<file path="src/hdl/wcc_map.svh">
/*
  register map, field positions and reset values of the window comparator
  channel control block; assumes one 32-bit apb word per register
*/
`ifndef WCC_MAP_SVH
`define WCC_MAP_SVH
`define WCC_OFF_CHB      12'h000
`define WCC_OFF_CHC      12'h004
`define WCC_OFF_IRQ_STAT 12'h008
`define WCC_OFF_IRQ_CLR  12'h00c
`define WCC_OFF_IRQ_EN   12'h010
`define WCC_OFF_PROT     12'h014
`define WCC_FILT_LSB     16
`define WCC_FILT_MSB     20
`define WCC_ENA_BIT      15
`define WCC_PEMG_BIT     11
`define WCC_MEMG_BIT     10
`define WCC_TSEL_BIT     9
`define WCC_IRQEN_BIT    8
`define WCC_WEN_BIT      7
`define WCC_FLAG_BIT     5
`define WCC_HR_BIT       3
`define WCC_LR_BIT       2
`define WCC_HL_BIT       1
`define WCC_LL_BIT       0
`define WCC_CFG_RESET    32'h0000_0000
`define WCC_THR_W        8
`endif

</file>
<file path="src/hdl/wcc_pkg.sv">
/*
  types shared by the window comparator channel control block;
  assumes wcc_map.svh supplies the numeric layout
*/
package wcc_pkg;
  typedef struct packed {
    logic [4:0] output_pulse_filter;
    logic       comparator_enable;
    logic       pfc_emergency_route;
    logic       motor_emergency_route;
    logic       threshold_set_select;
    logic       irq_enable;
    logic       latched_irq_flag;
    logic       high_trip_latched;
    logic       low_trip_latched;
  } wcc_chan_t;
  typedef struct packed {
    logic [7:0] upper_threshold;
    logic [7:0] lower_threshold;
  } wcc_thr_t;
  typedef enum logic [1:0] {
    WCC_IDLE  = 2'b00,
    WCC_SETUP = 2'b01,
    WCC_DONE  = 2'b10
  } wcc_apb_state_t;
endpackage

</file>
<file path="src/hdl/wcc_ctrl.sv">
/*
  control and status logic for window comparator channels b and c, apb slave.
  assumes raw high/low comparator bits arrive synchronous to sys_clk
  (sys_clk is the converter clock) and thresholds come from outside.
*/
// Chosen here: the register addresses and the APB slave port.
`timescale 1ns/1ns
`include "wcc_map.svh"
module wcc_ctrl
  import wcc_pkg::*;
#(
  parameter int FILT_W = 5
) (
  input  wire logic        sys_clk,
  input  wire logic        reset,
  input  wire logic [11:0] paddr,
  input  wire logic        psel,
  input  wire logic        penable,
  input  wire logic        pwrite,
  input  wire logic [31:0] pwdata,
  output logic      [31:0] prdata,
  output logic             pready,
  output logic             pslverr,
  input  wire logic [1:0]  high_trip_raw,
  input  wire logic [1:0]  low_trip_raw,
  input  wire wcc_thr_t    thr_set0,
  input  wire wcc_thr_t    thr_set1,
  output wcc_thr_t         thr_sel_b,
  output wcc_thr_t         thr_sel_c,
  output logic             pfc_hiz,
  output logic             motor_emergency,
  output logic             irq
);
  // elaboration check: the filter field is five bits wide
  if (FILT_W != 5) begin : g_filt_w_check
    $error("wcc_ctrl: filter field is five bits");
  end

  wcc_chan_t      ch_reg   [2];
  logic [1:0]     live_h_reg;
  logic [1:0]     live_l_reg;
  logic [FILT_W-1:0] cnt_reg [2];
  logic [1:0]     chan_out;
  logic [1:0]     irq_stat_reg;
  logic [1:0]     irq_en_reg;
  logic           emg_gate_reg;
  logic           pfc_hiz_reg;
  logic           motor_emg_reg;
  logic           irq_reg;
  logic [31:0]    prdata_reg;
  logic           pready_reg;
  logic           pslverr_reg;
  wcc_apb_state_t st_reg;
  logic           wr_hit;
  logic [1:0]     trip_h;
  logic [1:0]     trip_l;

  function automatic logic [31:0] pack_chan(input wcc_chan_t c, input logic h, input logic l);
    logic [31:0] w;
    w = 32'h0000_0000;
    w[`WCC_FILT_MSB:`WCC_FILT_LSB] = c.output_pulse_filter;
    w[`WCC_ENA_BIT]    = c.comparator_enable;
    w[`WCC_PEMG_BIT]   = c.pfc_emergency_route;
    w[`WCC_MEMG_BIT]   = c.motor_emergency_route;
    w[`WCC_TSEL_BIT]   = c.threshold_set_select;
    w[`WCC_IRQEN_BIT]  = c.irq_enable;
    w[`WCC_FLAG_BIT]   = c.latched_irq_flag;
    w[`WCC_HR_BIT]     = c.high_trip_latched;
    w[`WCC_LR_BIT]     = c.low_trip_latched;
    w[`WCC_HL_BIT]     = h;
    w[`WCC_LL_BIT]     = l;
    return w;
  endfunction

  // apb handshake: setup then one access cycle with pready high
  always_ff @(posedge sys_clk) begin
    if (reset) begin
      st_reg     <= WCC_IDLE;
      pready_reg <= 1'b0;
    end else begin
      case (st_reg)
        WCC_IDLE: begin
          pready_reg <= 1'b0;
          if (psel && !penable) begin
            st_reg     <= WCC_SETUP;
            pready_reg <= 1'b1;
          end
        end
        WCC_SETUP: begin
          st_reg     <= WCC_DONE;
          pready_reg <= 1'b0;
        end
        WCC_DONE: begin
          st_reg     <= WCC_IDLE;
          pready_reg <= 1'b0;
          if (psel && !penable) begin
            st_reg     <= WCC_SETUP;
            pready_reg <= 1'b1;
          end
        end
        default: begin
          st_reg     <= WCC_IDLE;
          pready_reg <= 1'b0;
        end
      endcase
    end
  end

  assign wr_hit = psel && penable && pready_reg && pwrite;

  // read data and error, latched in setup
  always_ff @(posedge sys_clk) begin
    if (reset) begin
      prdata_reg  <= 32'h0000_0000;
      pslverr_reg <= 1'b0;
    end else if (psel && !penable) begin
      pslverr_reg <= 1'b0;
      case (paddr)
        `WCC_OFF_CHB:      prdata_reg <= pack_chan(ch_reg[0], live_h_reg[0], live_l_reg[0]);
        `WCC_OFF_CHC:      prdata_reg <= pack_chan(ch_reg[1], live_h_reg[1], live_l_reg[1]);
        `WCC_OFF_IRQ_STAT: prdata_reg <= {30'h0, irq_stat_reg};
        `WCC_OFF_IRQ_CLR:  prdata_reg <= 32'h0000_0000;
        `WCC_OFF_IRQ_EN:   prdata_reg <= {30'h0, irq_en_reg};
        `WCC_OFF_PROT:     prdata_reg <= {31'h0, emg_gate_reg};
        default: begin
          prdata_reg  <= 32'h0000_0000;
          pslverr_reg <= 1'b1;
        end
      endcase
    end
  end

  // live trips gated by enable, window outside test
  always_ff @(posedge sys_clk) begin
    if (reset) begin
      live_h_reg <= 2'b00;
      live_l_reg <= 2'b00;
    end else begin
      for (int i = 0; i < 2; i++) begin
        live_h_reg[i] <= high_trip_raw[i] && ch_reg[i].comparator_enable;
        live_l_reg[i] <= low_trip_raw[i] && ch_reg[i].comparator_enable;
      end
    end
  end

  // pulse width filter per channel
  always_ff @(posedge sys_clk) begin
    if (reset) begin
      cnt_reg[0] <= '0;
      cnt_reg[1] <= '0;
    end else begin
      for (int i = 0; i < 2; i++) begin
        if (!(live_h_reg[i] || live_l_reg[i]))
          cnt_reg[i] <= '0;
        else if (cnt_reg[i] < ch_reg[i].output_pulse_filter)
          cnt_reg[i] <= cnt_reg[i] + 1'b1;
      end
    end
  end

  always_comb begin
    for (int i = 0; i < 2; i++) begin
      // outside window means above upper or below lower
      chan_out[i] = (live_h_reg[i] || live_l_reg[i]) &&
                    (cnt_reg[i] >= ch_reg[i].output_pulse_filter);
    end
    trip_h = live_h_reg & chan_out;
    trip_l = live_l_reg & chan_out;
  end

  // channel registers: config, latched bits
  always_ff @(posedge sys_clk) begin
    if (reset) begin
      ch_reg[0] <= wcc_chan_t'(`WCC_CFG_RESET);
      ch_reg[1] <= wcc_chan_t'(`WCC_CFG_RESET);
    end else begin
      for (int i = 0; i < 2; i++) begin
        if (wr_hit && paddr == (i == 0 ? `WCC_OFF_CHB : `WCC_OFF_CHC)) begin
          if (!pwdata[`WCC_WEN_BIT]) begin
            ch_reg[i].output_pulse_filter   <= pwdata[`WCC_FILT_MSB:`WCC_FILT_LSB];
            ch_reg[i].comparator_enable     <= pwdata[`WCC_ENA_BIT];
            ch_reg[i].pfc_emergency_route   <= pwdata[`WCC_PEMG_BIT];
            ch_reg[i].motor_emergency_route <= pwdata[`WCC_MEMG_BIT];
            ch_reg[i].threshold_set_select  <= pwdata[`WCC_TSEL_BIT];
            ch_reg[i].irq_enable            <= pwdata[`WCC_IRQEN_BIT];
          end
          // writing 0 clears; writing 1 keeps
          ch_reg[i].latched_irq_flag  <= ch_reg[i].latched_irq_flag && pwdata[`WCC_FLAG_BIT];
          ch_reg[i].high_trip_latched <= ch_reg[i].high_trip_latched && pwdata[`WCC_HR_BIT];
          ch_reg[i].low_trip_latched  <= ch_reg[i].low_trip_latched && pwdata[`WCC_LR_BIT];
        end
        // set wins over clear
        if (trip_h[i])
          ch_reg[i].high_trip_latched <= 1'b1;
        if (trip_l[i])
          ch_reg[i].low_trip_latched <= 1'b1;
        if (trip_h[i] || trip_l[i])
          ch_reg[i].latched_irq_flag <= 1'b1;
      end
    end
  end

  // block-level sticky status, enable, clear, protection gate
  always_ff @(posedge sys_clk) begin
    if (reset) begin
      irq_stat_reg <= 2'b00;
      irq_en_reg   <= 2'b00;
      emg_gate_reg <= 1'b0;
    end else begin
      if (wr_hit && paddr == `WCC_OFF_IRQ_EN)
        irq_en_reg <= pwdata[1:0];
      if (wr_hit && paddr == `WCC_OFF_PROT)
        emg_gate_reg <= pwdata[0];
      irq_stat_reg <= (irq_stat_reg & ~((wr_hit && paddr == `WCC_OFF_IRQ_CLR) ? pwdata[1:0] : 2'b00))
                      | (trip_h | trip_l);
    end
  end

  // outputs from flip-flops
  always_ff @(posedge sys_clk) begin
    if (reset) begin
      pfc_hiz_reg   <= 1'b0;
      motor_emg_reg <= 1'b0;
      irq_reg       <= 1'b0;
      thr_sel_b     <= '0;
      thr_sel_c     <= '0;
    end else begin
      pfc_hiz_reg <= (chan_out[0] && ch_reg[0].pfc_emergency_route) ||
                     (chan_out[1] && ch_reg[1].pfc_emergency_route);
      motor_emg_reg <= emg_gate_reg &&
                       ((chan_out[0] && ch_reg[0].motor_emergency_route) ||
                        (chan_out[1] && ch_reg[1].motor_emergency_route));
      irq_reg <= (ch_reg[0].latched_irq_flag && ch_reg[0].irq_enable) ||
                 (ch_reg[1].latched_irq_flag && ch_reg[1].irq_enable) ||
                 |(irq_stat_reg & irq_en_reg);
      thr_sel_b <= ch_reg[0].threshold_set_select ? thr_set1 : thr_set0;
      thr_sel_c <= ch_reg[1].threshold_set_select ? thr_set1 : thr_set0;
    end
  end

  assign prdata          = prdata_reg;
  assign pready          = pready_reg;
  assign pslverr         = pslverr_reg;
  assign pfc_hiz         = pfc_hiz_reg;
  assign motor_emergency = motor_emg_reg;
  assign irq             = irq_reg;

  a_disable_zero: assert property (@(posedge sys_clk) disable iff (reset)
    !ch_reg[0].comparator_enable |=> !live_h_reg[0] && !live_l_reg[0])
    else $error("disabled channel b shows a trip");
  a_nofilter_pass: assert property (@(posedge sys_clk) disable iff (reset)
    ch_reg[0].output_pulse_filter == 5'h00 && live_h_reg[0] |-> chan_out[0])
    else $error("unfiltered trip not passed");
  a_filter_width: assert property (@(posedge sys_clk) disable iff (reset)
    $rose(live_h_reg[0]) && ch_reg[0].output_pulse_filter == 5'h04 |-> !chan_out[0] [*4])
    else $error("filtered pulse passed too early");
  a_pfc_route_b: assert property (@(posedge sys_clk) disable iff (reset)
    chan_out[0] && ch_reg[0].pfc_emergency_route |=> pfc_hiz)
    else $error("pfc hi-z missing for channel b");
  a_pfc_route_c: assert property (@(posedge sys_clk) disable iff (reset)
    chan_out[1] && ch_reg[1].pfc_emergency_route |=> pfc_hiz)
    else $error("pfc hi-z missing for channel c");
  a_motor_gate: assert property (@(posedge sys_clk) disable iff (reset)
    !emg_gate_reg |=> !motor_emergency)
    else $error("motor emergency without gate");
  a_thr_select: assert property (@(posedge sys_clk) disable iff (reset)
    ch_reg[0].threshold_set_select |=> thr_sel_b == $past(thr_set1))
    else $error("wrong threshold set");
  a_wen_keep: assert property (@(posedge sys_clk) disable iff (reset)
    wr_hit && paddr == `WCC_OFF_CHB && pwdata[`WCC_WEN_BIT] |=> $stable(ch_reg[0].irq_enable))
    else $error("config changed by masked write");
  a_flag_hold: assert property (@(posedge sys_clk) disable iff (reset)
    ch_reg[0].latched_irq_flag && !wr_hit |=> ch_reg[0].latched_irq_flag)
    else $error("flag dropped without clear");
  a_high_latch: assert property (@(posedge sys_clk) disable iff (reset)
    trip_h[0] |=> ch_reg[0].high_trip_latched)
    else $error("high trip not latched");
  a_low_latch: assert property (@(posedge sys_clk) disable iff (reset)
    trip_l[0] |=> ch_reg[0].low_trip_latched)
    else $error("low trip not latched");
  a_irq_line: assert property (@(posedge sys_clk) disable iff (reset)
    ch_reg[0].latched_irq_flag && ch_reg[0].irq_enable |=> irq)
    else $error("irq missing");
  c_trip_b: cover property (@(posedge sys_clk) trip_h[0]);
  c_clear_flag: cover property (@(posedge sys_clk) $fell(ch_reg[0].latched_irq_flag));
  c_pfc: cover property (@(posedge sys_clk) $rose(pfc_hiz));
endmodule // wcc_ctrl

</file>
<file path="config.mk">
export PLATFORM = sky130hd
export DESIGN_NAME = wcc_ctrl
export DESIGN_NICKNAME = d
export VERILOG_FILES = /design/src/hdl/wcc_pkg.sv /design/src/hdl/wcc_ctrl.sv
export VERILOG_INCLUDE_DIRS = /design/src /design/src/hdl
export SDC_FILE = /design/constraint.sdc
export NUM_CORES = 1
export LEC_CHECK = 0
export BUFFER_PORTS_ARGS = -buffer_cell sky130_fd_sc_hd__buf_2
export CORE_MARGIN = 2
export CORE_UTILIZATION = 55
export CTS_BUF_LIST = sky130_fd_sc_hd__clkbuf_4
export DETAILED_ROUTE_END_ITERATION = 7
export GPL_ROUTABILITY_DRIVEN = 0
export HOLD_SLACK_MARGIN = 0.06
export PLACE_DENSITY = 0.92
export SETUP_SLACK_MARGIN = 0.05
export SLEW_MARGIN = 20
export SYNTH_ARGS = -nofsm -noshare
export SYNTH_HDL_FRONTEND = slang
export SYNTH_SLANG_ARGS = --single-unit
</file>
<file path="constraint.sdc">
create_clock -name sys_clk -period 4.8 [get_ports sys_clk]
set_clock_uncertainty 0.05 [all_clocks]
set_input_delay 0 -clock sys_clk [delete_from_list [all_inputs] [get_ports sys_clk]]
set_output_delay 0 -clock sys_clk [all_outputs]
set_load 0.01 [all_outputs]
</file>
==> flow_summary.json, run 1 <==
{
  "yosys.area_share.simple_pct": 15.0,
  "vias": 4162,
  "design_area_um2": 6030,
  "ys_types": 48,
  "largest_reg_flops": 26,
  "worstPathMaxFanout": 5,
  "core-area_um2": 7770,
  "cts-resized-gates": 0,
  "syn_inst": 422,
  "clock-sinks": 98,
  "synth-seq-area-share_pct": 52.7,
  "fin_tns_setup_ps": 0,
  "die_h_um": 93.6,
  "via_per_inst": 5.72,
  "cp-end-kind": "flip-flop",
  "cts_made_buffers": 9,
  "dpl_cell_area_um2": 4990,
  "pre_cts_slack_ps": 2390,
  "die_w_um": 93.6,
  "ys_ff_latch": 98,
  "synthMuxAreaShare_pct": 11.0,
  "cp.required_ps": 5160,
  "crit_type": "input port to flip-flop",
  "hold_violations": 0,
  "drive_gt1_share_pct": 22.9,
  "drv_cap": 0,
  "htreeDepth": 3,
  "synth_compound_area_share_pct": 10.2,
  "fin_crit_sh_pct": 65.8,
  "synth_xor_area_share_pct": 1.19,
  "arrival_ps": 3520,
  "path_clk_slew_ps": 180,
  "slew_violations": 0,
  "fp-row-count": 32,
  "final_util_pct": 77.7,
  "root_buffer": "clkbuf_4",
  "synth_edf_count": 36,
  "first_iter_violations": 361,
  "hpwl_um": 7620,
  "fin_nets": 717,
  "overflow": 0,
  "final.min_clock_period_ps": 3160,
  "yosys_warnings": 0,
  "num_io_pins": 154,
  "synthesis.area_um2": 4410,
  "ant_nets": 0,
  "ys_async_sr_fraction_pct": 0,
  "start_util_pct": 56.8,
  "dieArea_um2": 8750,
  "cts_tree": "built",
  "ctsLongestPathBuffers": 2,
  "ir_worst_vdd_v": 0.000175,
  "drt_drc_violations_left": 0,
  "insertion_delay_ps": 460,
  "status": "complete, no violations",
  "setup_viol": 0,
  "synth_top_family_by_area": "simple AND/OR/NAND/NOR gates",
  "grt_start_max_net_pins": 54,
  "setup_slack_ps": 1640,
  "avgRoutedWirePerCell_um": 18.5,
  "rsz0062_at_grt": "false",
  "tightest_slew_ps": 1090,
  "p_leak_uw": 0.00268,
  "slew_headroom_pct": 26.9,
  "antenna_found_initial": 0,
  "track_usage_pct": 30.7,
  "numPortBuffers": 120,
  "dr.pass1.iters": 5,
  "ys.flop_type": "dfxtp_1",
  "power-per-cell-area_nw_per_um2": 266,
  "antennaDiodeCount": 0,
  "post_synth_fa_ha_maj_area_fraction_pct": 3.40,
  "routed_wl_um": 13500,
  "grt_pass1_vias": 4213,
  "max_freq_mhz": 317,
  "area_growth_pct": 36.8,
  "startpoint_type": "input port",
  "grt_pass1_wl_um": 20600,
  "synth.avg_cell_area_um2": 10.5,
  "holdCritPathClass": "input port to flip-flop"
}
[layout make-up]
type	count	area, um2
Fill cell	465	1740
Inverter	19	71.3
Timing Repair Buffer	210	1500
Clock buffer	9	67.6
Tap cell	102	128
Multi-Input combinational cell	282	1860
Clock inverter	7	85.1
Sequential cell	98	2320
[synth_stat cells (3+ instances only)]
master    instances  share of area [%]
nor3_1            3               0.34
nor4_1            5               0.71
clkbuf_1         21                1.8
and3_1            4               0.57
edfxtp_1         36                 25
o31ai_1           6                1.0
nand2_1          29                2.5
a22oi_1           5               0.85
o21ai_0          24                2.7
xor2_1            4               0.79
nor2b_1           3               0.43
inv_1            19                1.6
or3_1             3               0.43
nand4_1          10                1.4
a31oi_1           3               0.43
ha_1             12                3.4
nor2_1           44                3.7
a21oi_1          10                1.1
mux2i_1          46                 10
and2_1            5               0.71
a21boi_0         10                1.7
dfxtp_1          62                 28
nand3_1          11                1.2
buf_4            17                2.9
[layer usage]
metal	part of all wire, %	global-route usage, %	up-vias
met3	9.3	9.27	60
met1	36	33.8	1937
met2	51	53.8	288
met4	4.2	14.7	0
met5	0	0	-
li1	-	-	1877
[metrics by stage]
stage	hold slack (ps)	std cells	total power, uW
2_1_floorplan	93.9	438	1020
3_3_place_gp	194	622	1070
3_5_place_dp	194	622	1080
4_1_cts	75.7	727	1580
5_1_grt	85.6	727	1660
6_report	102	727	1610
[power by group]
group	switching [uW]	total, uW	internal, uW
Combinational	110	219	108
Sequential	20.0	909	889
Clock	310	480	170
[cells by family (layout without fill, tap and decap cells)]
logic type / Yosys count / after routing
and+or+nand+nor: 130 / 130
DFF: 98 / 98
AOI/OAI and AO/OA: 70 / 70
buffers and inverters: 58 / 245
muxes: 47 / 47
adders and majority gates: 12 / 12
xor gates and xnor gates: 6 / 6
other: 1 / 17
[final timing paths]
| check | start | endpoint | depth (start not counted) | slack [ps] |
|---|---|---|---|---|
| min | paddr[1] | ch_reg[1][0]$_DFFE_PP_ | 5 | 100 |
| max reg2reg | pready$_SDFF_PP0_ | emg_gate_reg$_SDFFE_PP0P_ | 6 | 2060 |
| max | paddr[0] | emg_gate_reg$_SDFFE_PP0P_ | 8 | 1640 |
| min reg2reg | st_reg[0]$_SDFFE_PP0P_ | st_reg[0]$_SDFFE_PP0P_ | 1 | 420 |
[critical path, stage by stage]
cell,delay (ps)
dlygate4sd3_1,530
buf_2,120
or4_4,450
nor4_1,820
nand4_1,250
dlygate4sd3_1,640
a21oi_1,130
dlygate4sd3_1,570
[timing repair]
action                                  4_1_cts  5_1_grt
endpoints found under the setup margin        0        0
hold endpoints to repair                     74        0
hold buffers                                 89        0
setup buffers                                 0        0
[cell usage in the layout (no fill, tap or decap), types with 4 or more instances in the layout]
cell / Yosys / layout
a21boi_0: 10 / 10
a21oi_1: 10 / 10
a22oi_1: 5 / 5
and2_1: 5 / 5
and3_1: 4 / 4
buf_2: 0 / 120
clkbuf_4: 0 / 9
conb_1: 1 / 17
dfxtp_1: 62 / 62
dlygate4sd3_1: 0 / 89
edfxtp_1: 36 / 36
ha_1: 12 / 12
inv_1: 19 / 19
mux2i_1: 46 / 46
nand2_1: 29 / 29
nand3_1: 11 / 11
nand4_1: 10 / 10
nor2_1: 44 / 44
nor4_1: 5 / 5
o21ai_0: 24 / 24
o31ai_1: 6 / 6
xor2_1: 4 / 4
Note: power is estimated with default switching activity, not from simulation.
==> inputs of run 2 (changes only) <==
Settings changed: CORE_UTILIZATION 55 to 47, PLACE_DENSITY 0.92 to 0.84.
Clock period 4.8 ns to 2.83 ns, I/O delays scaled along.
==> run 2 against run 1 <==
Total power increased by 66%; cell count increased by 2.3%; register-to-register slack worse by 1800 ps; largest cell class unchanged.
==> flow_summary.json, run 2 (same netlist as run 1, synthesis figures left out) <==
{
  "setup_viol": 0,
  "core-area_um2": 9150,
  "min_from": "paddr[1]",
  "worstPathMaxFanout": 7,
  "switchingPower_uw": 681,
  "grt_pass1_vias": 4042,
  "seqPwrFrac_pct": 57.7,
  "hold_path_end": "irq_stat_reg[0]$_SDFF_PP0_",
  "fin_nets": 725,
  "fin_tns_setup_ps": 0,
  "clock-sinks": 98,
  "final_common_cell": "buf_2",
  "largest_reg_flops": 26,
  "track_usage_pct": 23.7,
  "ff_latch_area_um2": 2320,
  "path_clk_slew_ps": 150,
  "grt_start_max_net_pins": 33,
  "antennaDiodeCount": 0,
  "final_util_pct": 66.6,
  "worst-r2r-setup-slack_ps": 220,
  "dieArea_um2": 10200,
  "ant_nets": 0,
  "cts_made_buffers": 9,
  "startpoint_type": "flip-flop",
  "final_cell_mix": "buf_2, dlygate4sd3_1, dfxtp_1, mux2i_1, nor2_1",
  "die_h_um": 101,
  "combPwrFrac_pct": 13.9,
  "vias": 3950,
  "num_io_pins": 154,
  "arrival_ps": 2960,
  "antenna_found_initial": 0,
  "via_per_inst": 5.31,
  "hpwl_um": 7660,
  "status": "complete, no violations",
  "tightest_slew_ps": 888,
  "final.min_clock_period_ps": 2610,
  "p_sw_share_pct": 25.6,
  "grt_pass1_wl_um": 18700,
  "hold_violations": 0,
  "first_iter_violations": 227,
  "ir_worst_vdd_v": 0.000252,
  "rsz0062_at_grt": "false",
  "multiInputGateArea_um2": 1860,
  "fin_crit_sh_pct": 92.4,
  "ctsLongestPathBuffers": 2,
  "cp.required_ps": 3180,
  "r2r_cells": 6,
  "timing.rr.end": "emg_gate_reg$_SDFFE_PP0P_",
  "htreeDepth": 3,
  "start_util_pct": 48.2,
  "drt_drc_violations_left": 0,
  "r2r_start": "pready$_SDFF_PP0_",
  "overflow": 0,
  "slew_violations": 0,
  "area_growth_pct": 38.2,
  "slew_headroom_pct": 40.8,
  "holdCritPathClass": "input port to flip-flop",
  "cp-end-kind": "flip-flop",
  "power-per-cell-area_nw_per_um2": 436,
  "intPower_uw": 1980,
  "p_leak_uw": 0.00272,
  "drive_gt1_share_pct": 23.5,
  "dr.pass1.iters": 5,
  "nFillCells": 670,
  "cts_tree": "built",
  "crit_type": "flip-flop to flip-flop",
  "power_frac_clock_pct": 28.4,
  "insertion_delay_ps": 440,
  "max_freq_mhz": 382,
  "routed_wl_um": 12100,
  "fp-row-count": 35,
  "numPortBuffers": 120,
  "avgRoutedWirePerCell_um": 16.2,
  "hold_depth": 5,
  "drv_cap": 0,
  "root_buffer": "clkbuf_4",
  "die_w_um": 101
}
[run 2: worst max-delay path, cell delays in order (launching register included)]
cell,delay (ps)
dfxtp_1,370
and4_1,300
and2_0,430
nand4_1,140
dlygate4sd3_1,580
a21oi_1,140
dlygate4sd3_1,560
[run 2: metal layers]
metal  global-route usage (%)  vias up  part of all wire (%)  wire, um
met5                        0        -                     0         0
met4                     8.54        0                   2.2       264
met3                     5.83       31                   7.0       849
met2                     42.9      176                    52      6280
met1                     27.0     1854                    39      4700
li1                         -     1889                     -         -
[run 2: metrics by stage]
stage	setup WS (ps)	hold slack [ps]	power [uW]	instances	cell area, um2
floorplan	400	93.9	1720	438	4470
CTS	255	71.5	2660	741	6070
detailed placement	488	194	1830	634	5020
finish	215	101	2660	744	6090
global route	134	103	2760	744	6090
global placement	567	192	1820	634	5020
[run 2: how the worst max path moves through the flow]
stage,from,to,slack (ps),cells past startpoint
after CTS,pready$_SDFF_PP0_,emg_gate_reg$_SDFFE_PP0P_,260,6
final,pready$_SDFF_PP0_,emg_gate_reg$_SDFFE_PP0P_,220,6
after floorplan,paddr[7],ch_reg[0][10]$_DFFE_PP_,400,3
after global placement,paddr[7],ch_reg[1][7]$_DFFE_PP_,570,5
after global routing,cnt_reg[0][2]$_SDFFCE_PN0P_,ch_reg[0][11]$_DFFE_PP_,130,5
after detailed placement,cnt_reg[0][2]$_SDFFCE_PN0P_,ch_reg[1][10]$_DFFE_PP_,490,5
[run 2: power by group through the flow]
stage	clock, uW	combinational, uW	sequential [uW]
2_1_floorplan	0	153	1570
3_3_place_gp	0	253	1560
3_5_place_dp	0	263	1570
4_1_cts	771	350	1540
5_1_grt	824	401	1540
6_report	756	370	1530
[run 2: layout make-up]
| class | count | area share [%] |
|---|---|---|
| sequential | 98 | 38.1 |
| multi-input combinational | 282 | 30.5 |
| clock inverter | 6 | 1.05 |
| tap | 111 | 2.28 |
| timing repair buffer | 218 | 25.7 |
| inverter | 19 | 1.17 |
| clock buffer | 10 | 1.23 |
[run 2: what timing repair did]
item	4_1_cts	5_1_grt
hold buffers	91	0
buffers inserted	0	3
endpoints found under the setup margin	0	1
hold endpoints to repair	80	0
resized for setup	0	0
==> inputs of run 3 (changes only) <==
Settings changed: CAP_MARGIN set to 30, CORE_MARGIN 2 to unset.
==> run 3 against run 2 <==
First-iteration DRC count increased by 22%; die area fell by 3.9%; fmax fell by 0.35%; sequential share of layout area increased by 0.20 points; hold slack improved by 14 ps; via count increased by 2.9%.
==> flow_summary.json, run 3 (same netlist as run 1, synthesis figures left out) <==
{
  "worstPathMaxFanout": 15,
  "area_growth_pct": 37.4,
  "hpwl_um": 7990,
  "fin_tns_setup_ps": 0,
  "drive_gt1_share_pct": 23.3,
  "cp-end-kind": "flip-flop",
  "grt_pass1_wl_um": 20000,
  "routed_wl_um": 12800,
  "cts_made_buffers": 9,
  "antennaDiodeCount": 0,
  "core-area_um2": 8890,
  "status": "complete, no violations",
  "dr.pass1.iters": 5,
  "hold_violations": 0,
  "largest_reg_flops": 26,
  "nFillCells": 626,
  "tightest_slew_ps": 973,
  "slew_headroom_pct": 35.2,
  "final_common_cell": "buf_2",
  "die_h_um": 98.9,
  "root_buffer": "clkbuf_4",
  "overflow": 0,
  "timing.hold.ws_ps": 115,
  "p_leak_uw": 0.00270,
  "cts_tree": "built",
  "grt_start_max_net_pins": 36,
  "rsz0062_at_grt": "false",
  "numPortBuffers": 120,
  "pre_cts_slack_ps": 307,
  "num_io_pins": 154,
  "max_freq_mhz": 381,
  "avgRoutedWirePerCell_um": 17.5,
  "setup_slack_ps": 206,
  "fin_crit_sh_pct": 92.7,
  "vias": 4065,
  "track_usage_pct": 26.6,
  "final_util_pct": 68.2,
  "die_w_um": 98.9,
  "via_per_inst": 5.53,
  "htreeDepth": 3,
  "holdCritPathClass": "input port to flip-flop",
  "arrival_ps": 2840,
  "drt_drc_violations_left": 0,
  "drv_cap": 0,
  "power-per-cell-area_nw_per_um2": 444,
  "fin_nets": 719,
  "ir_worst_vdd_v": 0.000305,
  "clock-sinks": 98,
  "final_cell_mix": "buf_2, dlygate4sd3_1, dfxtp_1, mux2i_1, nor2_1",
  "start_util_pct": 49.6,
  "path_clk_slew_ps": 160,
  "dieArea_um2": 9780,
  "post_cts_buffers": 0,
  "setup_viol": 0,
  "ctsLongestPathBuffers": 2,
  "finalPower_uw": 2690,
  "startpoint_type": "flip-flop",
  "fp-row-count": 34,
  "first_iter_violations": 278,
  "antenna_found_initial": 0,
  "ant_nets": 0,
  "cp.required_ps": 3040,
  "final.min_clock_period_ps": 2620,
  "insertion_delay_ps": 470,
  "crit_type": "flip-flop to flip-flop",
  "grt_pass1_vias": 4069,
  "slew_violations": 0
}
-- run 3: cell count changes in the layout (fill, tap and decap cells not counted), sizes merged --
cell	before	now
buf	127	124
clkbuf	10	9
clkinv	1	2
dlygate4sd3	91	88
-- run 3: critical path, stage by stage, from the launching register on --
cell      delay, ps
edfxtp_1        510
ha_1            360
nand4_1         140
o221ai_1        490
nand2_1         490
a21boi_0        390
-- run 3: repair_timing --
action,CTS,global route
gates resized for setup,0,0
hold buffers,87,1
setup endpoints to repair,0,0
endpoints found under the hold margin,74,3
-- run 3: path summary, 6_finish.rpt --
check                                                 start                      end  slack (ps)  depth (start not counted)
worst max-delay path            cnt_reg[0][2]$_SDFFCE_PN0P_  ch_reg[0][10]$_DFFE_PP_         210                          5
worst min-delay path                               paddr[0]   ch_reg[1][1]$_DFFE_PP_         120                          5
worst max register to register  cnt_reg[0][2]$_SDFFCE_PN0P_  ch_reg[0][10]$_DFFE_PP_         210                          5
worst min register to register       prdata[5]$_SDFFE_PP0P_   prdata[5]$_SDFFE_PP0P_         420                          2
-- run 3: per-stage QoR --
| stage | cells | cell area [um2] |
|---|---|---|
| 3_3_place_gp | 630 | 5010 |
| 6_report | 735 | 6060 |
| 5_1_grt | 735 | 6060 |
| 3_5_place_dp | 630 | 5010 |
| 4_1_cts | 733 | 6020 |
| 2_1_floorplan | 438 | 4470 |
-- run 3: per-layer routing --
layer,vias to the layer above,GRT usage (%),wire [um]
li1,1875,-,-
met1,1946,28.6,4980
met2,216,47.5,6350
met3,28,8.37,1140
met4,0,12.3,373
met5,-,0,0
-- run 3: power breakdown --
part / leakage [uW] / internal [uW] / switching [uW]
clock: 0.0000815 / 280 / 499
sequential: 0.000901 / 1510 / 28.7
combinational: 0.00171 / 188 / 191
total: 0.00270 / 1980 / 719
-- run 3: final cells by class --
| cell class | instances | area (um2) | area share, % |
|---|---|---|---|
| sequential | 98 | 2320 | 38.3 |
| multi-input combinational | 282 | 1860 | 30.7 |
| timing repair buffer | 212 | 1530 | 25.3 |
| tap | 108 | 135 | 2.23 |
| clock inverter | 7 | 75.1 | 1.24 |
| inverter | 19 | 71.3 | 1.18 |
| clock buffer | 9 | 67.6 | 1.11 |
